File: src/include/tdt_pkg.sv
// Constants and carrier types for the two-channel timer support block.
// Assumes a single 50 MHz operation clock and software-driven control bits.
// Notes on behaviour
// - Prescaled clock chosen by clock select field.
// - Select 110b counts fast oscillator clock.
// - External edges need enable, 101b, input.
// - Edge select field picks counted edge.
// - Fixed-period mode forbids external clock source.
// - C buffers A, D buffers B.
// - Capture copies old A/B into buffer.
// - Compare/PWM match loads A/B from buffer.
// - Sync/fixed-period loads on channel 0 A-match.
// - Complementary loads B0,A1,B1 on match/underflow.
// - Buffers still raise their match flags.
// - Linked write loads both counters.
// - Linked sync clear clears both counters.
// - Pin is timer output while disable bit 0.
// - Cutoff low sets all disable bits.
// - Outputs released within one to two clocks.
// - Cutoff edge raises interrupt request flag.
package tdt_pkg;

	localparam int CNT_W = 16;
	localparam int PRE_W = 5;
	localparam int NUM_PINS = 8;

	// ----------------------------------------------------------------
	// Encodings
	// ----------------------------------------------------------------
	localparam logic [2:0] CKS_F1   = 3'h0;
	localparam logic [2:0] CKS_F2   = 3'h1;
	localparam logic [2:0] CKS_F4   = 3'h2;
	localparam logic [2:0] CKS_F8   = 3'h3;
	localparam logic [2:0] CKS_F32  = 3'h4;
	localparam logic [2:0] CKS_EXT  = 3'h5;
	localparam logic [2:0] CKS_FAST = 3'h6;

	localparam logic [PRE_W-1:0] PRE_MASK_F2  = 5'h01;
	localparam logic [PRE_W-1:0] PRE_MASK_F4  = 5'h03;
	localparam logic [PRE_W-1:0] PRE_MASK_F8  = 5'h07;
	localparam logic [PRE_W-1:0] PRE_MASK_F32 = 5'h1f;

	localparam logic [1:0] EDGE_RISE = 2'h0;
	localparam logic [1:0] EDGE_FALL = 2'h1;
	localparam logic [1:0] EDGE_BOTH = 2'h2;

	localparam logic [2:0] CLR_MATCH_A = 3'h1;
	localparam logic [2:0] CLR_MATCH_B = 3'h2;
	localparam logic [2:0] CLR_SYNC    = 3'h3;

	localparam logic [1:0] GR_A = 2'h0;
	localparam logic [1:0] GR_B = 2'h1;
	localparam logic [1:0] GR_C = 2'h2;
	localparam logic [1:0] GR_D = 2'h3;

	localparam logic [CNT_W-1:0]    CNT_RST = 16'h0000;
	localparam logic [CNT_W-1:0]    GR_RST  = 16'hffff;
	localparam logic [NUM_PINS-1:0] OD_ALL  = 8'hff;

	typedef enum logic [2:0] {
		MODE_TIMER = 3'b000,
		MODE_PWM   = 3'b001,
		MODE_RSYNC = 3'b011,
		MODE_COMP  = 3'b010,
		MODE_FIXED = 3'b110
	} tdt_mode_type;

	typedef struct packed {
		logic [2:0] clock_select_field;
		logic [1:0] ext_edge_select;
		logic [2:0] clear_source_select;
		logic       start;
		logic       buffer_c_enable;
		logic       buffer_d_enable;
	} tdt_chan_ctrl_type;

	typedef struct packed {
		logic cutoff_enable;
		logic cutoff_input_enable;
		logic cutoff_polarity_both;
		logic irq_polarity_select;
	} tdt_cutoff_ctrl_type;

endpackage

File: src/verilog/tdt_pin_edge.sv
// Two-flop synchroniser with edge detection for one asynchronous pin.
// Assumes the pin holds each level for several clocks.
`timescale 1ns/1ps
module tdt_pin_edge
(
	input  wire logic ref_clk,
	input  wire logic rst,
	input  wire logic pin,
	output logic      level,
	output logic      rise,
	output logic      fall
);

	logic meta;
	logic sync;
	logic prev;

	// The first stage feeds only the second stage.
	always_ff @(posedge ref_clk or posedge rst)
	begin
		if (rst)
		begin
			meta <= 1'b1;
			sync <= 1'b1;
			prev <= 1'b1;
		end
		else
		begin
			meta <= pin;
			sync <= meta;
			prev <= sync;
		end
	end

	assign level = sync;
	assign rise  = sync & ~prev;
	assign fall  = ~sync & prev;

endmodule

File: src/verilog/tdt_core.sv
// Count source selection, buffer transfer, synchronous preset/clear
// and forced pulse cutoff for a two-channel 16-bit timer.
// Assumes all control bits come from logic on ref_clk; pins are async.
`timescale 1ns/1ps
module tdt_core
(
	input  wire logic                               ref_clk,
	input  wire logic                               rst,
	input  wire logic                               ext_clock_pin,
	input  wire logic                               fast_osc_clock,
	input  wire logic                               cutoff_input_pin,
	input  tdt_pkg::tdt_chan_ctrl_type [1:0]        chan_ctrl,
	input  tdt_pkg::tdt_mode_type                   mode,
	input  tdt_pkg::tdt_cutoff_ctrl_type            cutoff_ctrl,
	input  wire logic                               counter_link_enable,
	input  wire logic                               ext_clock_enable,
	input  wire logic                               fast_osc_enable,
	input  wire logic                               clock_pin_direction,
	input  wire logic                               counter_wr,
	input  wire logic                               counter_wr_ch,
	input  wire logic [tdt_pkg::CNT_W-1:0]          counter_wr_data,
	input  wire logic                               gr_wr,
	input  wire logic                               gr_wr_ch,
	input  wire logic [1:0]                         gr_wr_sel,
	input  wire logic [tdt_pkg::CNT_W-1:0]          gr_wr_data,
	input  wire logic [1:0]                         capture_a,
	input  wire logic [1:0]                         capture_b,
	input  wire logic [1:0]                         flag_clear,
	input  wire logic                               od_wr,
	input  wire logic [tdt_pkg::NUM_PINS-1:0]       od_wr_data,
	input  wire logic                               irq_clear,
	output logic [tdt_pkg::CNT_W-1:0]               counter_ch0,
	output logic [tdt_pkg::CNT_W-1:0]               counter_ch1,
	output logic [1:0][tdt_pkg::CNT_W-1:0]          general_reg_a,
	output logic [1:0][tdt_pkg::CNT_W-1:0]          general_reg_b,
	output logic [1:0][tdt_pkg::CNT_W-1:0]          general_reg_c,
	output logic [1:0][tdt_pkg::CNT_W-1:0]          general_reg_d,
	output logic [1:0]                              match_flag_c,
	output logic [1:0]                              match_flag_d,
	output logic [tdt_pkg::NUM_PINS-1:0]            output_disable_reg,
	output logic [tdt_pkg::NUM_PINS-1:0]            timer_output_active,
	output logic                                    irq_request_flag
);

	// ----------------------------------------------------------------
	// Pin synchronisers
	// ----------------------------------------------------------------
	logic                      ext_rise;
	logic                      ext_fall;
	logic                      fast_rise;
	logic                      cut_level;
	logic                      cut_rise;
	logic                      cut_fall;
	logic [tdt_pkg::PRE_W-1:0] pre;
	logic [1:0][tdt_pkg::CNT_W-1:0] cnt;
	logic [1:0]                tick;
	logic [1:0]                ext_edge;
	logic [1:0]                evt_a;
	logic [1:0]                evt_b;
	logic [1:0]                evt_c;
	logic [1:0]                evt_d;
	logic [1:0]                clr_self;
	logic [1:0]                clr;
	logic [1:0]                load_a;
	logic [1:0]                load_b;
	logic                      underflow1;
	logic                      cut_hit;
	logic                      irq_evt;

	tdt_pin_edge u_ext
	(
		.ref_clk (ref_clk),
		.rst     (rst),
		.pin     (ext_clock_pin),
		.level   (),
		.rise    (ext_rise),
		.fall    (ext_fall)
	);

	// The fast clock is slower than ref_clk here, so it is sampled as a pin.
	tdt_pin_edge u_fast
	(
		.ref_clk (ref_clk),
		.rst     (rst),
		.pin     (fast_osc_clock),
		.level   (),
		.rise    (fast_rise),
		.fall    ()
	);

	tdt_pin_edge u_cut
	(
		.ref_clk (ref_clk),
		.rst     (rst),
		.pin     (cutoff_input_pin),
		.level   (cut_level),
		.rise    (cut_rise),
		.fall    (cut_fall)
	);

	// ----------------------------------------------------------------
	// Count source selection
	// ----------------------------------------------------------------
	always_ff @(posedge ref_clk or posedge rst)
	begin
		if (rst)
			pre <= '0;
		else
			pre <= pre + 1'b1;
	end

	assign underflow1 = (mode == tdt_pkg::MODE_COMP) & chan_ctrl[1].start & tick[1]
		& (cnt[1] == tdt_pkg::CNT_RST);

	genvar c;
	generate
		for (c = 0; c < 2; c++)
		begin : g_ch
			always_comb
			begin
				unique case (chan_ctrl[c].ext_edge_select)
					tdt_pkg::EDGE_RISE: ext_edge[c] = ext_rise;
					tdt_pkg::EDGE_FALL: ext_edge[c] = ext_fall;
					tdt_pkg::EDGE_BOTH: ext_edge[c] = ext_rise | ext_fall;
					default:            ext_edge[c] = 1'b0;
				endcase
			end

			always_comb
			begin
				unique case (chan_ctrl[c].clock_select_field)
					tdt_pkg::CKS_F1:  tick[c] = 1'b1;
					tdt_pkg::CKS_F2:  tick[c] = &(pre | ~tdt_pkg::PRE_MASK_F2);
					tdt_pkg::CKS_F4:  tick[c] = &(pre | ~tdt_pkg::PRE_MASK_F4);
					tdt_pkg::CKS_F8:  tick[c] = &(pre | ~tdt_pkg::PRE_MASK_F8);
					tdt_pkg::CKS_F32: tick[c] = &(pre | ~tdt_pkg::PRE_MASK_F32);
					tdt_pkg::CKS_EXT: tick[c] = ext_edge[c] & ext_clock_enable
						& ~clock_pin_direction & (mode != tdt_pkg::MODE_FIXED);
					tdt_pkg::CKS_FAST: tick[c] = fast_rise & fast_osc_enable;
					default:          tick[c] = 1'b0;
				endcase
			end

			// Compare events are qualified by a count tick so a stalled
			// counter does not fire the same match on every clock.
			assign evt_a[c] = chan_ctrl[c].start & tick[c] & (cnt[c] == general_reg_a[c]);
			assign evt_b[c] = chan_ctrl[c].start & tick[c] & (cnt[c] == general_reg_b[c]);
			assign evt_c[c] = chan_ctrl[c].start & tick[c] & (cnt[c] == general_reg_c[c]);
			assign evt_d[c] = chan_ctrl[c].start & tick[c] & (cnt[c] == general_reg_d[c]);

			assign clr_self[c] =
				((chan_ctrl[c].clear_source_select == tdt_pkg::CLR_MATCH_A) & evt_a[c])
				| ((chan_ctrl[c].clear_source_select == tdt_pkg::CLR_MATCH_B) & evt_b[c]);

			assign clr[c] = clr_self[c] | (counter_link_enable & clr_self[c^1]
				& (chan_ctrl[c].clear_source_select == tdt_pkg::CLR_SYNC));

			// ----------------------------------------------------------------
			// Counters
			// ----------------------------------------------------------------
			always_ff @(posedge ref_clk or posedge rst)
			begin
				if (rst)
					cnt[c] <= tdt_pkg::CNT_RST;
				else if (counter_wr & (counter_link_enable | (counter_wr_ch == c[0])))
					cnt[c] <= counter_wr_data;
				else if (clr[c])
					cnt[c] <= tdt_pkg::CNT_RST;
				else if (chan_ctrl[c].start & tick[c])
				begin
					if ((c == 1) && (mode == tdt_pkg::MODE_COMP))
						cnt[c] <= cnt[c] - 1'b1;
					else
						cnt[c] <= cnt[c] + 1'b1;
				end
			end

			// ----------------------------------------------------------------
			// General and buffer registers
			// ----------------------------------------------------------------
			// C/D act as buffers of A/B
			always_ff @(posedge ref_clk or posedge rst)
			begin
				if (rst)
				begin
					general_reg_a[c] <= tdt_pkg::GR_RST;
					general_reg_b[c] <= tdt_pkg::GR_RST;
					general_reg_c[c] <= tdt_pkg::GR_RST;
					general_reg_d[c] <= tdt_pkg::GR_RST;
				end
				else
				begin
					if (capture_a[c] & (mode == tdt_pkg::MODE_TIMER))
						general_reg_a[c] <= cnt[c];
					else if (load_a[c])
						general_reg_a[c] <= general_reg_c[c];
					else if (gr_wr & (gr_wr_ch == c[0]) & (gr_wr_sel == tdt_pkg::GR_A))
						general_reg_a[c] <= gr_wr_data;

					if (capture_b[c] & (mode == tdt_pkg::MODE_TIMER))
						general_reg_b[c] <= cnt[c];
					else if (load_b[c])
						general_reg_b[c] <= general_reg_d[c];
					else if (gr_wr & (gr_wr_ch == c[0]) & (gr_wr_sel == tdt_pkg::GR_B))
						general_reg_b[c] <= gr_wr_data;

					if (capture_a[c] & (mode == tdt_pkg::MODE_TIMER)
						& chan_ctrl[c].buffer_c_enable)
						general_reg_c[c] <= general_reg_a[c];
					else if (gr_wr & (gr_wr_ch == c[0]) & (gr_wr_sel == tdt_pkg::GR_C))
						general_reg_c[c] <= gr_wr_data;

					if (capture_b[c] & (mode == tdt_pkg::MODE_TIMER)
						& chan_ctrl[c].buffer_d_enable)
						general_reg_d[c] <= general_reg_b[c];
					else if (gr_wr & (gr_wr_ch == c[0]) & (gr_wr_sel == tdt_pkg::GR_D))
						general_reg_d[c] <= gr_wr_data;
				end
			end

			always_ff @(posedge ref_clk or posedge rst)
			begin
				if (rst)
				begin
					match_flag_c[c] <= 1'b0;
					match_flag_d[c] <= 1'b0;
				end
				else
				begin
					match_flag_c[c] <= evt_c[c] | (match_flag_c[c] & ~flag_clear[c]);
					match_flag_d[c] <= evt_d[c] | (match_flag_d[c] & ~flag_clear[c]);
				end
			end
		end
	endgenerate

	assign counter_ch0 = cnt[0];
	assign counter_ch1 = cnt[1];

	// ----------------------------------------------------------------
	// Buffer transfer timing per mode
	// ----------------------------------------------------------------
	always_comb
	begin
		load_a = 2'b00;
		load_b = 2'b00;
		unique case (mode)
			tdt_pkg::MODE_TIMER, tdt_pkg::MODE_PWM:
			begin
				load_a = evt_a & {chan_ctrl[1].buffer_c_enable, chan_ctrl[0].buffer_c_enable};
				load_b = evt_b & {chan_ctrl[1].buffer_d_enable, chan_ctrl[0].buffer_d_enable};
			end
			tdt_pkg::MODE_RSYNC, tdt_pkg::MODE_FIXED:
			begin
				load_a = {2{evt_a[0]}}
					& {chan_ctrl[1].buffer_c_enable, chan_ctrl[0].buffer_c_enable};
				load_b = {2{evt_a[0]}}
					& {chan_ctrl[1].buffer_d_enable, chan_ctrl[0].buffer_d_enable};
			end
			tdt_pkg::MODE_COMP:
			begin
				load_a[1] = (evt_a[0] | underflow1) & chan_ctrl[1].buffer_c_enable;
				load_b[0] = (evt_a[0] | underflow1) & chan_ctrl[0].buffer_d_enable;
				load_b[1] = (evt_a[0] | underflow1) & chan_ctrl[1].buffer_d_enable;
			end
			default:
			begin
				load_a = 2'b00;
				load_b = 2'b00;
			end
		endcase
	end

	// ----------------------------------------------------------------
	// Forced cutoff and interrupt request
	// ----------------------------------------------------------------
	assign cut_hit = cutoff_ctrl.cutoff_enable & cutoff_ctrl.cutoff_input_enable & ~cut_level;

	always_ff @(posedge ref_clk or posedge rst)
	begin
		if (rst)
			output_disable_reg <= tdt_pkg::OD_ALL;
		else if (cut_hit)
			output_disable_reg <= tdt_pkg::OD_ALL;
		else if (od_wr)
			output_disable_reg <= od_wr_data;
	end

	// The gate on the synchronised level releases pins one register
	// stage earlier than waiting for the disable bits themselves.
	// pins driven only when enabled
	assign timer_output_active = ~output_disable_reg & {tdt_pkg::NUM_PINS{~cut_hit}};

	assign irq_evt = cutoff_ctrl.cutoff_input_enable
		& (cutoff_ctrl.cutoff_polarity_both ? (cut_rise | cut_fall)
		: (cutoff_ctrl.irq_polarity_select ? cut_rise : cut_fall));

	always_ff @(posedge ref_clk or posedge rst)
	begin
		if (rst)
			irq_request_flag <= 1'b0;
		else
			irq_request_flag <= irq_evt | (irq_request_flag & ~irq_clear);
	end
endmodule

File: config.mk
export PLATFORM = sky130hd
export DESIGN_NAME = tdt_core
export DESIGN_NICKNAME = d
export VERILOG_FILES = /design/src/include/tdt_pkg.sv /design/src/verilog/tdt_pin_edge.sv /design/src/verilog/tdt_core.sv
export SDC_FILE = /design/constraint.sdc
export NUM_CORES = 1
export LEC_CHECK = 0
export BUFFER_PORTS_ARGS = -buffer_cell sky130_fd_sc_hd__buf_2
export CORE_ASPECT_RATIO = 0.9
export CORE_MARGIN = 1.5
export CORE_UTILIZATION = 45
export CTS_BUF_LIST = sky130_fd_sc_hd__clkbuf_4 sky130_fd_sc_hd__clkbuf_8
export DETAILED_ROUTE_END_ITERATION = 12
export PLACE_DENSITY_LB_ADDON = 0.05
export SLEW_MARGIN = 10
export SYNTH_ARGS = -nofsm -noshare
export SYNTH_HDL_FRONTEND = slang
export SYNTH_SLANG_ARGS = --single-unit
export TNS_END_PERCENT = 20
File: constraint.sdc
create_clock -name ref_clk -period 8.1 [get_ports ref_clk]
set_clock_uncertainty 0.1 [all_clocks]
set_input_delay 2.43 -clock ref_clk [delete_from_list [all_inputs] [get_ports ref_clk]]
set_output_delay 2.43 -clock ref_clk [all_outputs]
set_load 0.01 [all_outputs]
==> impl_metrics.csv <==
group,metric,value,unit
outcome,status,"completed",
routing,vias_per_cell,5.67,
clock_tree,cts_setup_buffers,0,
timing,fin_ws,2.55,ns
die,dieArea,29200,µm²
timing,timing.slew.headroom,0.249,
grt,grt_overflow,0,
cells_and_area,area_growth,13.6,%
grt,grt_pass1_vias,10300,
setup_path,cp_max_fo,8,
timing,period_needed,5.55,ns
cells_and_area,finalNetCount,1604,
clock_tree,cts_resized,0,
die,num_rows,58,
logic_synthesis,synth_cell_types,84,
grt,grt_pass1_wl,63800,µm
routing,totalWireLength,42000,µm
die,core_area,27800,µm²
logic_synthesis,synth.avg_cell_area,9.80,µm²
setup_path,worstPathArrival,3.02,ns
routing,drtIter0Drc,788,
logic_synthesis,synth_flop_cell,"dfstp_2",
clock_tree,cts_buffers,17,
routing,post_drt_wl_per_cell,22.5,µm
setup_path,cp-end-kind,"primary output",
routing,drt_pass1_iterations,5,
logic_synthesis,synth-seq-cells,187,
timing,fin_tns_setup,0,ns
setup_path,cp-start-kind,"primary input",
timing,fmaxAchievable,0.180,GHz
grt,antenna_found_initial,5,
pwr,p_per_area,229,nW/µm²
clock_tree,cts_tree,"done",
place,gp_congestion,0.885,
clock_tree,insertion_delay,0.49,ns
die,dieWidth,180,µm
setup_path,cp.required,5.57,ns
routing,detailroute.via_count,10600,
place,place_ws,2.35,ns
logic_synthesis,synth-edff-count,0,
pwr,irDropWorstVdd,0.111,mV
grt,grt_util_all_layers,0.288,
die,start_util,0.456,
pwr,power,3.30,mW
timing,finalHoldViolations,0,
logic_synthesis,synth_top_cells_by_area,"dfstp_2, mux2i_1, dfrtp_1",
pwr,p_leak,6.52,nW
logic_synthesis,async_flop_share,1.00,
timing,worstMarginPinSlew,1.13,ns
die,die_h,162,µm
logic_synthesis,syn_area,12700,µm²
clock_tree,cts_num_sinks,187,
cells_and_area,fill_cells,2654,
logic_synthesis,syn-num-nets,1409,
timing,drv_slew,0,
cells_and_area,final_util,0.518,
logic_synthesis,yosysTopAreaCellShare,0.301,
routing,final_antenna_net_count,0,
routing,drc,0,
run,cap_violations,0,
die,io-pin-count,273,
logic_synthesis,yosys_warnings,0,
cells_and_area,fin_cells,1864,
clock_tree,cts_hold_buf,0,
grt,grt_max_degree,96,
clock_tree,clock_path_buffers,2,
timing,finalSetupViolCount,0,
timing,rsz0062_at_grt,"no",
timing,period_share,0.685,
cells_and_area,drive_gt1_frac,0.352,
setup_path,path_class,"primary input to primary output",
place,hpwl,30700,µm
place,port-buffer-count,272,
place,place_inst,1830,
clock_tree,cts.clk_slew.worst_paths,0.09,ns
worst_hold_path,min_path_type,"flop to flop",
logic_synthesis,synth_largest_area_cell,"dfstp_2",
logic_synthesis,postSynthCellCount,1294,
clock_tree,h-tree-depth,4,
logic_synthesis,ys_seq_area_frac,0.383,
clock_tree,clock_tree.root_cell,"clkbuf_8",
[metrics by stage]
stage / hold slack, ns / area, µm²
after floorplan: 0.245 / 12700
after global placement: 0.246 / 14000
after detailed placement: 0.247 / 14000
after CTS: 0.261 / 14400
after global routing: 0.268 / 14400
final: 0.260 / 14400
[cell type report]
| cell class | instances | area, µm² | area share |
|---|---|---|---|
| sequential | 187 | 4860 | 0.337 |
| clock buffer | 22 | 290 | 0.0202 |
| timing repair buffer | 282 | 1440 | 0.0997 |
| multi-input combinational | 932 | 6960 | 0.483 |
| antenna | 2 | 5.00 | 0.000347 |
| clock inverter | 10 | 140 | 0.00973 |
| tap | 360 | 450 | 0.0313 |
| inverter | 69 | 264 | 0.0183 |
[logic make-up (layout without fill, tap and decap cells)]
family,after synthesis,in the layout,synth area share
AND/OR/NAND/NOR,332,332,0.124
AO/OA/AOI/OAI,281,281,0.181
flip-flops,187,187,0.383
buffers and inverters,175,383,0.0687
XOR/XNOR,148,148,0.102
multiplexers,148,148,0.117
adder cells (fa/ha/maj),23,23,0.0233
other,0,2,0
[routing by layer]
metal | wire [µm] | vias to the layer above | share of wire | track usage
met5 | 35 | - | 0.00083 | 0
met1 | 19800 | 5159 | 0.47 | 0.418
met2 | 18400 | 407 | 0.44 | 0.438
li1 | - | 4960 | - | -
met4 | 688 | 6 | 0.016 | 0.0659
met3 | 3050 | 44 | 0.073 | 0.0626
[where the power goes]
group / total [mW] / leakage [nW] / switching [mW] / internal [mW]
Clock: 0.701 / 0.212 / 0.363 / 0.338
Combinational: 0.992 / 4.26 / 0.520 / 0.472
Sequential: 1.61 / 2.05 / 0.364 / 1.25
Total: 3.30 / 6.52 / 1.25 / 2.06
[layout by cell type, fill, tap and decap left out, drive strengths merged, types with 14 or more instances in the layout]
master,Yosys,final
a21o,23,23
nand2,118,118
o31ai,14,14
inv,68,69
nor2,99,99
ha,22,22
buf,42,282
clkbuf,62,22
a21oi,14,14
xnor2,43,43
nor4,32,32
a211oi,19,19
o21ai,99,99
xor2,105,105
mux2i,146,146
dfstp,145,145
nand4,17,17
a221oi,48,48
dfrtp,42,42
[cells in the mapped netlist, types with 23 or more instances]
cell,number
a221oi_2,32
clkbuf_1,53
a21o_1,23
mux2i_1,146
nor4_1,31
xor2_1,105
dfrtp_1,42
nand2_1,118
o21ai_1,45
nor2_1,98
inv_1,67
xnor2_1,43
o21ai_0,51
dfstp_2,145
[path summary, 6_finish.rpt]
| path | startpoint | to | slack (ns) | depth (start not counted) |
|---|---|---|---|---|
| setup / recovery | cutoff_ctrl[2] | timer_output_active[3] | 2.55 | 4 |
| hold / removal | u_ext.meta | u_ext.level | 0.26 | 0 |
| max in group asynchronous | rst | match_flag_d[0] | 4.51 | 3 |
| min in group asynchronous | rst | counter_ch0[13] | 2.10 | 2 |
| setup reg to reg | pre[0] | general_reg_b[26] | 3.96 | 11 |
| hold reg to reg | u_ext.meta | u_ext.level | 0.26 | 0 |
[critical path, stage by stage]
cell	delay [ns]
buf_2	0.09
and3_1	0.30
nor2_1	0.06
buf_2	0.14
(Power assumes the default switching activity.)
